==> src/pfc_defines.vh <==
// Constants for the PCI Express flow control credit block
`ifndef PFC_DEFINES_VH
`define PFC_DEFINES_VH

// ****************************************
// Flow control classes
// ****************************************
`define PFC_CLS_P 2'h0
`define PFC_CLS_NP 2'h1
`define PFC_CLS_CPL 2'h2

// ****************************************
// Receive buffer sizes, in credits; completion buffer, completion boundary and data credit sizes in bytes
// ****************************************
`define PFC_RXH_P 8'h20
`define PFC_RXD_P 12'h100
`define PFC_RXH_NP 8'h20
`define PFC_RXD_NP 12'h010
`define PFC_CPL_BYTES 16'h1000
`define PFC_RCB_BYTES 16'h0040
`define PFC_DCRED_BYTES 16'h0010

// ****************************************
// Scheduling and limits
// ****************************************
`define PFC_MAXPAY_CRED 12'h010
`define PFC_FC_TIMER_US 30
`define PFC_CLK_MHZ 40
`define PFC_FC_TIMER_CYC (`PFC_FC_TIMER_US * `PFC_CLK_MHZ)
`define PFC_TAGS_LO 7'h20
`define PFC_TAGS_HI 7'h40

// ****************************************
// Error severity codes
// ****************************************
`define PFC_ERR_CORR 2'h1
`define PFC_ERR_NONFATAL 2'h2
`define PFC_ERR_FATAL 2'h3

// ****************************************
// Request FIFO shape
// ****************************************
`define PFC_FIFO_W 15
`define PFC_FIFO_DEPTH 8
`define PFC_FIFO_AW 3

`endif

==> src/pfc_fifo.v <==
// Small flip-flop FIFO with valid/ready on both sides
`timescale 1ns/1ps
module pfc_fifo #(
  parameter W = 15,
  parameter DEPTH = 8,
  parameter AW = 3
) (
  // Clock and reset
  input wire clk,
  input wire rst_b,
  // Fill side
  input wire inValid,
  input wire [W-1:0] inData,
  output reg inReady,
  // Drain side
  output wire outValid,
  output wire [W-1:0] outData,
  input wire outReady
);
  reg [W-1:0] mem [0:DEPTH-1];
  reg [AW-1:0] wrPtr_ff;
  reg [AW-1:0] rdPtr_ff;
  reg [AW:0] cnt_ff;
  reg [AW:0] nxt_cnt;
  wire push;
  wire pop;
  wire [AW:0] depthW;

  assign depthW = DEPTH[AW:0];
  assign outValid = (cnt_ff != {(AW+1){1'b0}});
  assign outData = mem[rdPtr_ff];
  assign push = inValid && inReady;
  assign pop = outValid && outReady;

  always @* begin
    nxt_cnt = cnt_ff;
    if (push && !pop) begin
      nxt_cnt = cnt_ff + {{AW{1'b0}}, 1'b1};
    end else if (pop && !push) begin
      nxt_cnt = cnt_ff - {{AW{1'b0}}, 1'b1};
    end
  end

  always @(posedge clk) begin
    if (push) begin
      mem[wrPtr_ff] <= inData;
    end
  end

  // Ready is registered so a full FIFO stalls the source on the next edge
  always @(posedge clk or negedge rst_b) begin
    if (!rst_b) begin
      wrPtr_ff <= {AW{1'b0}};
      rdPtr_ff <= {AW{1'b0}};
      cnt_ff <= {(AW+1){1'b0}};
      inReady <= 1'b0;
    end else begin
      if (push) begin
        wrPtr_ff <= wrPtr_ff + {{(AW-1){1'b0}}, 1'b1};
      end
      if (pop) begin
        rdPtr_ff <= rdPtr_ff + {{(AW-1){1'b0}}, 1'b1};
      end
      cnt_ff <= nxt_cnt;
      inReady <= (nxt_cnt != depthW);
    end
  end
endmodule // pfc_fifo

==> src/pfc_top.v <==
// Flow control credit gate, credit return tracking and FC update scheduler
`timescale 1ns/1ps
`include "pfc_defines.vh"

// How it works
// - Four limit and consumed counters per class
// - Limits load at init, then from updates
// - Send only if header and data credits suffice
// - One header credit plus payload data credits
// - Granted packet adds usage to consumed counters
// - Allocated counters start at free buffer space
// - Allocated grows after application drains packet
// - Update carries current allocated counter values
// - Pending update normally yields to TLPs, DLLPs
// - Starving partner raises update to high priority
// - Thirty microsecond timer raises high priority
// - Quarter buffer freed raises high priority
// - Update never preempts a TLP in flight
// - Stalled packets proceed once limit rises
// - Endpoint advertises infinite completion credits
// - Completion header slots are bytes over 64
// - Outstanding reads bounded by tags times size
// - Errors sorted as correctable, nonfatal, fatal
module pfc_top (
  // Clock and reset
  input wire clk,
  input wire rst_b,
  // Application transmit requests
  input wire txReqValid,
  input wire [1:0] txReqClass,
  input wire [11:0] txReqDataCred,
  input wire txReqIsRead,
  output wire txReqReady,
  // Link transmit side
  input wire linkTlpReady,
  input wire tlpActive,
  input wire otherDllpPend,
  output reg txGrant_ff,
  output reg [1:0] txGrantClass_ff,
  output reg [11:0] txGrantDataCred_ff,
  // Received flow control DLLPs
  input wire fcInit,
  input wire fcRxUpd,
  input wire [1:0] fcRxClass,
  input wire [7:0] fcRxHdr,
  input wire [11:0] fcRxData,
  // Receive buffer events
  input wire rxRecv,
  input wire [1:0] rxRecvClass,
  input wire [11:0] rxRecvDataCred,
  input wire rxDrain,
  input wire [1:0] rxDrainClass,
  input wire [11:0] rxDrainDataCred,
  // Outgoing FC update request
  output reg fcReq_ff,
  output reg fcHiPri_ff,
  output reg [1:0] fcClass_ff,
  output reg [7:0] fcHdr_ff,
  output reg [11:0] fcData_ff,
  input wire fcAck,
  // Configuration and read tags
  input wire endpointMode,
  input wire tag64En,
  input wire cplTagFree,
  output reg [6:0] tagsInUse_ff,
  // Error classification
  input wire errValid,
  input wire [1:0] errSev,
  output reg errCorr_ff,
  output reg errNonFatal_ff,
  output reg errFatal_ff
);

  // ****************************************
  // Buffer totals per class
  // ****************************************
  function [7:0] rxTotH;
    input [1:0] cls;
    reg [15:0] t;
    begin
      t = `PFC_CPL_BYTES / `PFC_RCB_BYTES;
      if (cls == `PFC_CLS_P) begin
        rxTotH = `PFC_RXH_P;
      end else if (cls == `PFC_CLS_NP) begin
        rxTotH = `PFC_RXH_NP;
      end else begin
        rxTotH = t[7:0];
      end
    end
  endfunction

  function [11:0] rxTotD;
    input [1:0] cls;
    reg [15:0] t;
    begin
      t = `PFC_CPL_BYTES / `PFC_DCRED_BYTES;
      if (cls == `PFC_CLS_P) begin
        rxTotD = `PFC_RXD_P;
      end else if (cls == `PFC_CLS_NP) begin
        rxTotD = `PFC_RXD_NP;
      end else begin
        rxTotD = t[11:0];
      end
    end
  endfunction

  // ****************************************
  // Request FIFO
  // ****************************************
  wire headValid;
  wire [14:0] headWord;
  wire headIsRead;
  wire [1:0] headCls;
  wire [11:0] headNeed;
  wire grantNow;
  wire [2:0] okV;
  wire [2:0] pendV;
  wire [2:0] hiV;
  wire [23:0] allocHBus;
  wire [35:0] allocDBus;
  wire tagOk;
  wire [6:0] tagLimit;
  wire [31:0] tmrMax;

  assign tmrMax = `PFC_FC_TIMER_CYC;
  assign headIsRead = headWord[14];
  assign headCls = headWord[13:12];
  assign headNeed = headWord[11:0];

  pfc_fifo #(
    .W(`PFC_FIFO_W),
    .DEPTH(`PFC_FIFO_DEPTH),
    .AW(`PFC_FIFO_AW)
  ) u_fifo (
    .clk(clk),
    .rst_b(rst_b),
    .inValid(txReqValid),
    .inData({txReqIsRead, txReqClass, txReqDataCred}),
    .inReady(txReqReady),
    .outValid(headValid),
    .outData(headWord),
    .outReady(grantNow)
  );

  // ****************************************
  // Per class credit state
  // ****************************************
  genvar c;
  generate
    for (c = 0; c < 3; c = c + 1) begin : g_cls
      reg [7:0] limH_ff;
      reg [7:0] conH_ff;
      reg [7:0] allocH_ff;
      reg [7:0] sentH_ff;
      reg [11:0] limD_ff;
      reg [11:0] conD_ff;
      reg [11:0] allocD_ff;
      reg [11:0] sentD_ff;
      reg [11:0] recvD_ff;
      reg infH_ff;
      reg infD_ff;
      reg [10:0] tmr_ff;
      localparam [1:0] cls = (c == 0) ? 2'h0 : ((c == 1) ? 2'h1 : 2'h2);
      wire hitTx = grantNow && (headCls == cls);
      wire hitInit = fcInit && (fcRxClass == cls);
      wire hitUpd = fcRxUpd && (fcRxClass == cls);
      wire hitDrain = rxDrain && (rxDrainClass == cls);
      wire hitRecv = rxRecv && (rxRecvClass == cls);
      wire hitAck = fcAck && fcReq_ff && (fcClass_ff == cls);
      // Modular differences stay correct across wraparound
      wire [7:0] availH = limH_ff - conH_ff;
      wire [11:0] availD = limD_ff - conD_ff;
      wire [7:0] freedH = allocH_ff - sentH_ff;
      wire [11:0] freedD = allocD_ff - sentD_ff;
      wire [11:0] partnerD = sentD_ff - recvD_ff;
      wire tmrExp = (tmr_ff == tmrMax[10:0]);
      // Completions are not flow controlled for an endpoint, so the
      // tag limit on reads bounds the completions instead
      wire cplMute = endpointMode && (cls == `PFC_CLS_CPL);
      wire starve = (partnerD < `PFC_MAXPAY_CRED) && (freedD != 12'h000);
      wire quarter = (freedH >= (rxTotH(cls) >> 2)) ||
        (freedD >= (rxTotD(cls) >> 2));

      // Header needs one nonzero credit, data needs the payload credits
      assign okV[c] = (infH_ff || (availH != 8'h00)) &&
        (infD_ff || (availD >= headNeed));
      assign pendV[c] = !cplMute && ((freedH != 8'h00) ||
        (freedD != 12'h000) || tmrExp);
      assign hiV[c] = !cplMute && (starve || tmrExp || quarter);
      // Endpoint advertises zero, which means infinite, for completions
      assign allocHBus[c*8 +: 8] = cplMute ? 8'h00 : allocH_ff;
      assign allocDBus[c*12 +: 12] = cplMute ? 12'h000 : allocD_ff;

      always @(posedge clk or negedge rst_b) begin
        if (!rst_b) begin
          limH_ff <= 8'h00;
          limD_ff <= 12'h000;
          infH_ff <= 1'b0;
          infD_ff <= 1'b0;
          conH_ff <= 8'h00;
          conD_ff <= 12'h000;
          allocH_ff <= rxTotH(cls);
          allocD_ff <= rxTotD(cls);
          sentH_ff <= rxTotH(cls);
          sentD_ff <= rxTotD(cls);
          recvD_ff <= 12'h000;
          tmr_ff <= 11'h000;
        end else begin
          if (hitInit) begin
            limH_ff <= fcRxHdr;
            limD_ff <= fcRxData;
            infH_ff <= (fcRxHdr == 8'h00);
            infD_ff <= (fcRxData == 12'h000);
          end else if (hitUpd) begin
            if (!infH_ff) begin
              limH_ff <= fcRxHdr;
            end
            if (!infD_ff) begin
              limD_ff <= fcRxData;
            end
          end
          if (hitTx) begin
            conH_ff <= conH_ff + 8'h01;
            conD_ff <= conD_ff + headNeed;
          end
          if (hitDrain) begin
            allocH_ff <= allocH_ff + 8'h01;
            allocD_ff <= allocD_ff + rxDrainDataCred;
          end
          if (hitRecv) begin
            recvD_ff <= recvD_ff + rxRecvDataCred;
          end
          if (hitAck) begin
            sentH_ff <= fcHdr_ff;
            sentD_ff <= fcData_ff;
            tmr_ff <= 11'h000;
          end else if (!tmrExp) begin
            tmr_ff <= tmr_ff + 11'h001;
          end
        end
      end
    end
  endgenerate

  // ****************************************
  // Transmit gate and read tags
  // ****************************************
  assign tagLimit = tag64En ? `PFC_TAGS_HI : `PFC_TAGS_LO;
  // Holding reads at the tag limit bounds outstanding read data
  assign tagOk = !headIsRead || (tagsInUse_ff < tagLimit);
  // A high priority update takes the next slot ahead of TLPs
  assign grantNow = headValid && okV[headCls] && linkTlpReady && tagOk &&
    !(fcReq_ff && fcHiPri_ff);

  always @(posedge clk or negedge rst_b) begin
    if (!rst_b) begin
      txGrant_ff <= 1'b0;
      txGrantClass_ff <= 2'h0;
      txGrantDataCred_ff <= 12'h000;
      tagsInUse_ff <= 7'h00;
    end else begin
      txGrant_ff <= grantNow;
      if (grantNow) begin
        txGrantClass_ff <= headCls;
        txGrantDataCred_ff <= headNeed;
      end
      if ((grantNow && headIsRead) && !cplTagFree) begin
        tagsInUse_ff <= tagsInUse_ff + 7'h01;
      end else if (!(grantNow && headIsRead) && cplTagFree &&
        (tagsInUse_ff != 7'h00)) begin
        tagsInUse_ff <= tagsInUse_ff - 7'h01;
      end
    end
  end

  // ****************************************
  // FC update scheduler
  // ****************************************
  reg [1:0] selCls;
  wire hiAny;
  wire pendAny;
  wire raise;

  always @* begin
    selCls = 2'h0;
    if (hiAny) begin
      if (hiV[0]) begin
        selCls = 2'h0;
      end else if (hiV[1]) begin
        selCls = 2'h1;
      end else begin
        selCls = 2'h2;
      end
    end else if (pendV[0]) begin
      selCls = 2'h0;
    end else if (pendV[1]) begin
      selCls = 2'h1;
    end else begin
      selCls = 2'h2;
    end
  end

  assign hiAny = |hiV;
  assign pendAny = |pendV;
  // Low priority waits for idle TLP and DLLP traffic; no start mid-TLP
  assign raise = !fcReq_ff && pendAny && !tlpActive &&
    (hiAny || (!otherDllpPend && !headValid));

  always @(posedge clk or negedge rst_b) begin
    if (!rst_b) begin
      fcReq_ff <= 1'b0;
      fcHiPri_ff <= 1'b0;
      fcClass_ff <= 2'h0;
      fcHdr_ff <= 8'h00;
      fcData_ff <= 12'h000;
    end else if (raise) begin
      fcReq_ff <= 1'b1;
      fcHiPri_ff <= hiAny;
      fcClass_ff <= selCls;
      fcHdr_ff <= allocHBus[selCls*8 +: 8];
      fcData_ff <= allocDBus[selCls*12 +: 12];
    end else if (fcReq_ff && fcAck) begin
      fcReq_ff <= 1'b0;
      fcHiPri_ff <= 1'b0;
    end else if (fcReq_ff) begin
      fcHiPri_ff <= hiV[fcClass_ff];
    end
  end

  // ****************************************
  // Error classification
  // ****************************************
  always @(posedge clk or negedge rst_b) begin
    if (!rst_b) begin
      errCorr_ff <= 1'b0;
      errNonFatal_ff <= 1'b0;
      errFatal_ff <= 1'b0;
    end else begin
      errCorr_ff <= errValid && (errSev == `PFC_ERR_CORR);
      errNonFatal_ff <= errValid && (errSev == `PFC_ERR_NONFATAL);
      errFatal_ff <= errValid && (errSev == `PFC_ERR_FATAL);
    end
  end
endmodule // pfc_top

==> config.mk <==
export PLATFORM = sky130hd
export DESIGN_NAME = pfc_top
export DESIGN_NICKNAME = d
export VERILOG_FILES = /design/src/pfc_fifo.v /design/src/pfc_top.v
export VERILOG_INCLUDE_DIRS = /design/src /design/src/src
export SDC_FILE = /design/constraint.sdc
export NUM_CORES = 1
export LEC_CHECK = 0
export BUFFER_PORTS_ARGS = -buffer_cell sky130_fd_sc_hd__buf_4
export CORE_ASPECT_RATIO = 0.6
export CORE_MARGIN = 4
export CORE_UTILIZATION = 47
export DETAILED_ROUTE_END_ITERATION = 12
export HOLD_SLACK_MARGIN = 0.05
export SYNTH_ARGS = -nofsm -noshare
export SYNTH_HDL_FRONTEND = slang
export SYNTH_SLANG_ARGS = --single-unit
==> constraint.sdc <==
create_clock -name clk -period 7.45 [get_ports clk]
set_input_delay 1.49 -clock clk [delete_from_list [all_inputs] [get_ports clk]]
set_output_delay 1.49 -clock clk [all_outputs]
set_load 0.1 [all_outputs]
Yosys cells after proc, flatten, opt, wreduce, memory -nomap -nowiden:

Memories as Yosys holds them, arrays and structs flattened.
Index checks and enable logic that the tools add are counted.

* register bits: 375
* RAM bits: 120
* input port bits: 82
* output and inout port bits: 50
* word-level logic and storage cells: 296
* memories: 1

Memory list
* u_fifo.mem: words 8, bits a word 15, read ports 1, clocked after Yosys merged registers in 0, wr ports 1, line pfc_fifo.v:20 `reg [W-1:0] mem [0:DEPTH-1];`

* $add $sub $neg: 39
* multiply operators: 1
* $lt $le $gt $ge: 15
* equality and inequality tests: 26
* shifts and indexed selects: 2
* muxes and demuxes: 47
* reductions and logical operators: 113

Operators with widths (count)
* $mux 12: 10
* $add 12x12->12: 9
* $sub 12x12->12: 9
* $mux 8: 10
* $mux 11: 6
* $add 8x1->8 const B: 6
* $reduce_bool 8->1: 6
* $sub 8x8->8: 6
* $logic_and 1x1->1: 47
* $ge 12x12->1: 3
* $lt 12x5->1 const B: 3
* $reduce_bool 12->1: 3
* $shiftx 36x7->12: 1
* $add 11x1->11 const B: 3
* $eq 11x11->1 const B: 3
* $ge 12x7->1 const B: 2
* $shiftx 24x6->8: 1
* $logic_or 1x1->1: 23
* $mux 7: 3
* $ge 8x4->1 const B: 2
* $eq 2x2->1 const B: 7
* $eq 2x1->1 const B: 6
* $ge 12x3->1 const B: 1
* $logic_not 12->1: 1
* other kinds (25): 72

Depth between registers and ports, before layout:

* depth after elaboration: 16
* depth in mapped cells: 32
* gate-level depth less buffers: 31

By module:

From an unflattened synthesis, not the netlist that was laid out.

* cells, all modules: 3038
* area total of the unflattened synthesis: 30784.5 µm²

By module, submodules not included
* pfc_top: instances 1, cells each 2791, area an instance 25563.3 µm², seq. area each 9123.8 µm²
* pfc_fifo: instances 1, cells each 247, area an instance 5221.3 µm², seq. area each 3878.7 µm²

Worst setup path before layout:

No wires, ideal clock.

* path kind: register to register
* from: reg u_fifo.rdPtr_ff[0]
* to: reg tagsInUse_ff[6]
* setup time: 0.159 ns
* data arrival time: 5.484 ns
* required time: 7.291 ns
* slack: 1.807 ns
* stages on the path, launching flop included: 26
* buffers on the path: 4
* clock period less this slack: 5.643 ns
* path through: dfrtp_1 > buf_2 > buf_6 > buf_1 > mux4_2 > mux2_2 > inv_1 > ha_1 > a21oi_1 > a211oi_1 > o2111a_1 > o32ai_1 > nor4b_4 > a211o_1 > buf_6 > and2b_4 > nand2b_1 > fa_1 > a21o_1 > a21oi_1 > nor2b_1 > o21a_1 > nor2_1 > nor2_1 > mux2i_1 > xnor2_1

* longest elaborated chain between the ends: 15
* elaborated cells on any way between the ends: 25
* those cells by class: order compare (3); mux (3); reduce/logical (18); memory (1)

Ends and longest elaborated chain
* start, declared: line pfc_fifo.v:22 `reg [AW-1:0] rdPtr_ff;`
* start signal, assigned: line pfc_fifo.v:54 `rdPtr_ff <= {AW{1'b0}};`
* start signal, assigned: line pfc_fifo.v:62 `rdPtr_ff <= rdPtr_ff + {{(AW-1){1'b0}}, 1'b1};`
* $mem_v2 8x15 (*)
* named net headWord[1]: line pfc_top.v:111 `wire [14:0] headWord;`
* $ge 12x12->1: line pfc_top.v:186 `(infD_ff || (availD >= headNeed));`
* $logic_or 1x1->1: line pfc_top.v:186
* $logic_and 1x1->1: line pfc_top.v:185 `assign okV[c] = (infH_ff || (availH != 8'h00)) &&`
* $bmux 1 s2 (*): line pfc_top.v:252 `assign grantNow = headValid && okV[headCls] && linkTlpReady && tagOk &&`
* $mux 1 (implied by the code) (*): line pfc_top.v:252
* $logic_and 1x1->1 (*) (4 in series): line pfc_top.v:252
* $logic_and 1x1->1 (*): line pfc_top.v:267, pfc_top.v:269
* $logic_not 1->1: line pfc_top.v:269 `end else if (!(grantNow && headIsRead) && cplTagFree &&`
* $logic_and 1x1->1 (2 in series): line pfc_top.v:269
* $reduce_bool 2->1 (no source line)
* end signal, assigned: line pfc_top.v:268 `tagsInUse_ff <= tagsInUse_ff + 7'h01;`
* end signal, assigned: line pfc_top.v:271 `tagsInUse_ff <= tagsInUse_ff - 7'h01;`
* end, declared: line pfc_top.v:65 `output reg [6:0] tagsInUse_ff,`

The timed path passes the listed nets; every way through them passes the cells marked *. The select of a mux whose other input is x is not followed.
A chain may end at the register's enable or synchronous reset.

Final worst setup path:

* from: reg g_cls[1].conD_ff[1]
* to: reg tagsInUse_ff[6]

* longest elaborated chain between the ends: 15
* elaborated cells on any way between the ends: 17
* those cells by class: add/sub (1); order compare (1); mux (3); reduce/logical (12)

Ends and longest elaborated chain
* start, declared: line pfc_top.v:156 `reg [11:0] conD_ff;`
* start signal, assigned: line pfc_top.v:224 `conD_ff <= conD_ff + headNeed;`
* $sub 12x12->12 (*): line pfc_top.v:172 `wire [11:0] availD = limD_ff - conD_ff;`
* $ge 12x12->1 (*): line pfc_top.v:186
* $logic_or 1x1->1 (*): line pfc_top.v:186
* $logic_and 1x1->1 (*): line pfc_top.v:185
* $bmux 1 s2 (*): line pfc_top.v:252
* $mux 1 (implied by the code) (*): line pfc_top.v:252
* $logic_and 1x1->1 (*) (4 in series): line pfc_top.v:252
* $logic_and 1x1->1 (*): line pfc_top.v:267, pfc_top.v:269
* $logic_not 1->1: line pfc_top.v:269
* $logic_and 1x1->1 (2 in series): line pfc_top.v:269
* $reduce_bool 2->1 (no source line)

Every way passes the cells marked *; elsewhere a longest branch is shown, timed or not. The select of a mux whose other input is x is not followed.

==> metrics.txt <==
outcome completed; layout cell share with drive strength beyond 1 0.133; # rows 71; Core ar. 63400 µm²; Num CTS Buffers 51; Post-synth EDFFs 120; TritonCTS clock tree done; CP startpoint g_cls[1].conD_ff[1]; Placer Congestion 0.882; IO buf count 131; Hold Startpoint g_cls[1].conH_ff[5]; Slew Viols, Final 0; Rel. slew slack 0.225; Clk Latency, worst-skew pair 630 ps; most used cell, CP o21ai_0; vias per std cell 5.64; drt wl/cell 20.0 µm; CP max FO 7; sequential fraction of the synthesis area 0.427; Routed WL 80.3 mm; Yosys reg bits 495; Slew @ Worst Pin 1130 ps; gr ovfl total 0; P_leak 15.2 nW; Mapped Area 30500 µm²; total track usage 0.232; Final period util 0.852; post-CTS sizing 0; Layout area overhead 12.2%; GR Util met2 0.324; Worst Setup Path Type flip-flop to flip-flop; Clock Pin Slew Worst Setup and Hold Paths 70 ps; Final Skew 23.4 ps; Worst Path Required 7990 ps; Synth cell types 82; initial antenna violation count 2; CTS root buf clkbuf_16; fill cell count 5580; met3 usage 0.0490; leading register cell type out of synthesis dfrtp_1; dpl hpwl 60.6 mm; worst-case clock buffer depth 3; CTS H-Tree Depth 2; Die X 337 µm; RSZ-0062 raised after global routing false; GR peak layer met1; Synthesized Nets 3386; critical path's slowest cell dfrtp_1; CP Capture Type flip-flop; Cell Area, Placed 32500 µm²; Antenna Nets Post-Route 0; setup tns final 0 ps; commonest cells after routing, fill and taps aside dfrtp_1, ha_1, nand2_1; CTS sink count 495; Top Ports 132; largest net degree at the start of global routing 144; max-cap check violation count 0; Die H 205 µm; crit path DAT 6890 ps; commonest non-fill, non-tap cell in the layout dfrtp_1; Final Instance Area 34200 µm²; Initial Util 0.480; Residual DRC 0; vias in the first global route 22000; starting DRC count in detailed routing 1966; dpl cells 3920; Final Instance Count excl. Fillers 4014; Max Freq 157 MHz; global-route wire length before repair 126 mm; Avg Inst Size Synth 10.2 µm²; Pre-antenna DRT Iters 5; final critical-path required period 6350 ps; # setup viols final 0; Hold Path Class flip-flop to flip-flop; VDD IR max 0.000224 V; post-layout net count 3525; met1 GRT Util 0.371; CP startpoint kind flip-flop; Post-Syn Instances 2995; Post CTS Setup Buffer Count 0; Async SR Flop Fraction 0.758; RR Startpoint g_cls[1].conD_ff[1]; die area 69100 µm²; PwrDens 466 nW/µm²; slowest stage delay, CP 380 ps; Final Hold Vio Count 0; synth warn 0; Hold Buf Count CTS 0; via count 22600
[sequential cells by signal, indices dropped and copies added (netlist names), 2 cells and up]
signal / cells
fcHdr_ff: 8
g_cls.infH_ff: 3
g_cls.conD_ff: 36
g_cls.allocH_ff: 24
tagsInUse_ff: 7
g_cls.conH_ff: 24
u_fifo.wrPtr_ff: 3
u_fifo.rdPtr_ff: 3
g_cls.sentD_ff: 36
u_fifo.cnt_ff: 4
fcClass_ff: 2
txGrantDataCred_ff: 12
u_fifo.mem: 120
g_cls.allocD_ff: 36
txGrantClass_ff: 2
g_cls.limD_ff: 36
g_cls.sentH_ff: 24
g_cls.infD_ff: 3
fcData_ff: 12
g_cls.recvD_ff: 36
g_cls.limH_ff: 24
g_cls.tmr_ff: 33
[logic make-up after synthesis]
group	count (synthesis)	synth area share
AND/OR/NAND/NOR	852	0.135
AO/OA/AOI/OAI	626	0.130
flip-flops	495	0.427
buffers and inverters	321	0.0405
adder cells (fa/ha/maj)	309	0.130
XOR/XNOR	209	0.0601
multiplexers	183	0.0776
[through the flow]
stage	worst slack (ps)	power, mW	hold slack (ps)	utilization
floorplan	1810	10.9	445	-
global placement	1450	12.9	465	0.512
detailed placement	1250	13.2	483	0.512
CTS	1190	15.9	495	0.539
global route	561	17.2	510	0.539
finish	1100	15.9	491	0.539
[power breakdown]
group / internal [mW] / switching [mW] / leakage, nW
sequential: 3.59 / 0.907 / 5.64
clock: 1.45 / 1.16 / 0.798
combinational: 3.59 / 5.24 / 8.80
total: 8.62 / 7.31 / 15.2
[critical path, delay by kind of cell (launching register included)]
kind | cells | cell delay [ps]
flip-flops | 1 | 380
buffers and inverters | 1 | 170
adder cells (fa/ha/maj) | 3 | 860
AND/OR/NAND/NOR | 8 | 1100
AO/OA/AOI/OAI | 15 | 3320
multiplexers | 1 | 160
XOR/XNOR | 2 | 280
[cells in the mapped netlist, types with 7 or more instances]
master | instances | area, µm²
buf_2 | 12 | 60.1
a2111oi_0 | 7 | 61.3
nor3_1 | 50 | 250
a21boi_0 | 39 | 293
mux2i_1 | 46 | 460
o31ai_1 | 19 | 143
o21a_1 | 13 | 97.6
or3_1 | 13 | 81.3
a21o_1 | 60 | 450
mux2_2 | 100 | 1130
inv_1 | 249 | 935
nor4_1 | 12 | 75.1
o211ai_1 | 35 | 263
clkbuf_1 | 51 | 191
nor2_1 | 196 | 736
nand4_1 | 30 | 188
o21ai_0 | 227 | 1140
a31o_2 | 8 | 70.1
buf_1 | 7 | 26.3
nand2_1 | 287 | 1080
dfstp_2 | 12 | 315
or2_2 | 10 | 62.6
nand3_1 | 73 | 365
nor3b_1 | 13 | 97.6
mux4_2 | 30 | 676
fa_1 | 13 | 260
nor2b_1 | 36 | 225
xor2_1 | 88 | 771
and2_1 | 14 | 87.6
dfrtp_1 | 363 | 9080
nand3b_1 | 16 | 120
a31oi_1 | 14 | 87.6
ha_1 | 296 | 3700
nand2b_1 | 34 | 213
edfxtp_1 | 120 | 3600
and3_1 | 32 | 200
xnor2_1 | 121 | 1060
o41ai_1 | 11 | 96.3
or4_1 | 10 | 75.1
a211oi_1 | 8 | 60.1
a21oi_1 | 119 | 596
[layer usage]
layer | up-vias | wire (µm)
li1 | 11000 | -
met5 | - | 13
met3 | 75 | 5650
met1 | 11000 | 41400
met2 | 610 | 32200
met4 | 2 | 1130
[layout make-up]
cell class                 instances  area (µm²)  area share
timing repair buffer             158        1220      0.0357
sequential                       495       13000       0.381
inverter                         249         935      0.0274
clock inverter                    24         298     0.00871
multi-input combinational       2179       16300       0.477
antenna                            2        5.00    0.000146
clock buffer                      68        1370      0.0401
tap                              839        1050      0.0307
[worst paths after layout]
check | end | slack, ps | cells past startpoint
max | tagsInUse_ff[6] | 1100 | 30
min | g_cls[1].conH_ff[5] | 490 | 1
max reg2reg | tagsInUse_ff[6] | 1100 | 30
min reg2reg | g_cls[1].conH_ff[5] | 490 | 1
max in group asynchronous | g_cls[1].recvD_ff[5] | 5180 | 2
min in group asynchronous | txGrantDataCred_ff[0] | 890 | 1
Power figures use the tool's default switching activity.
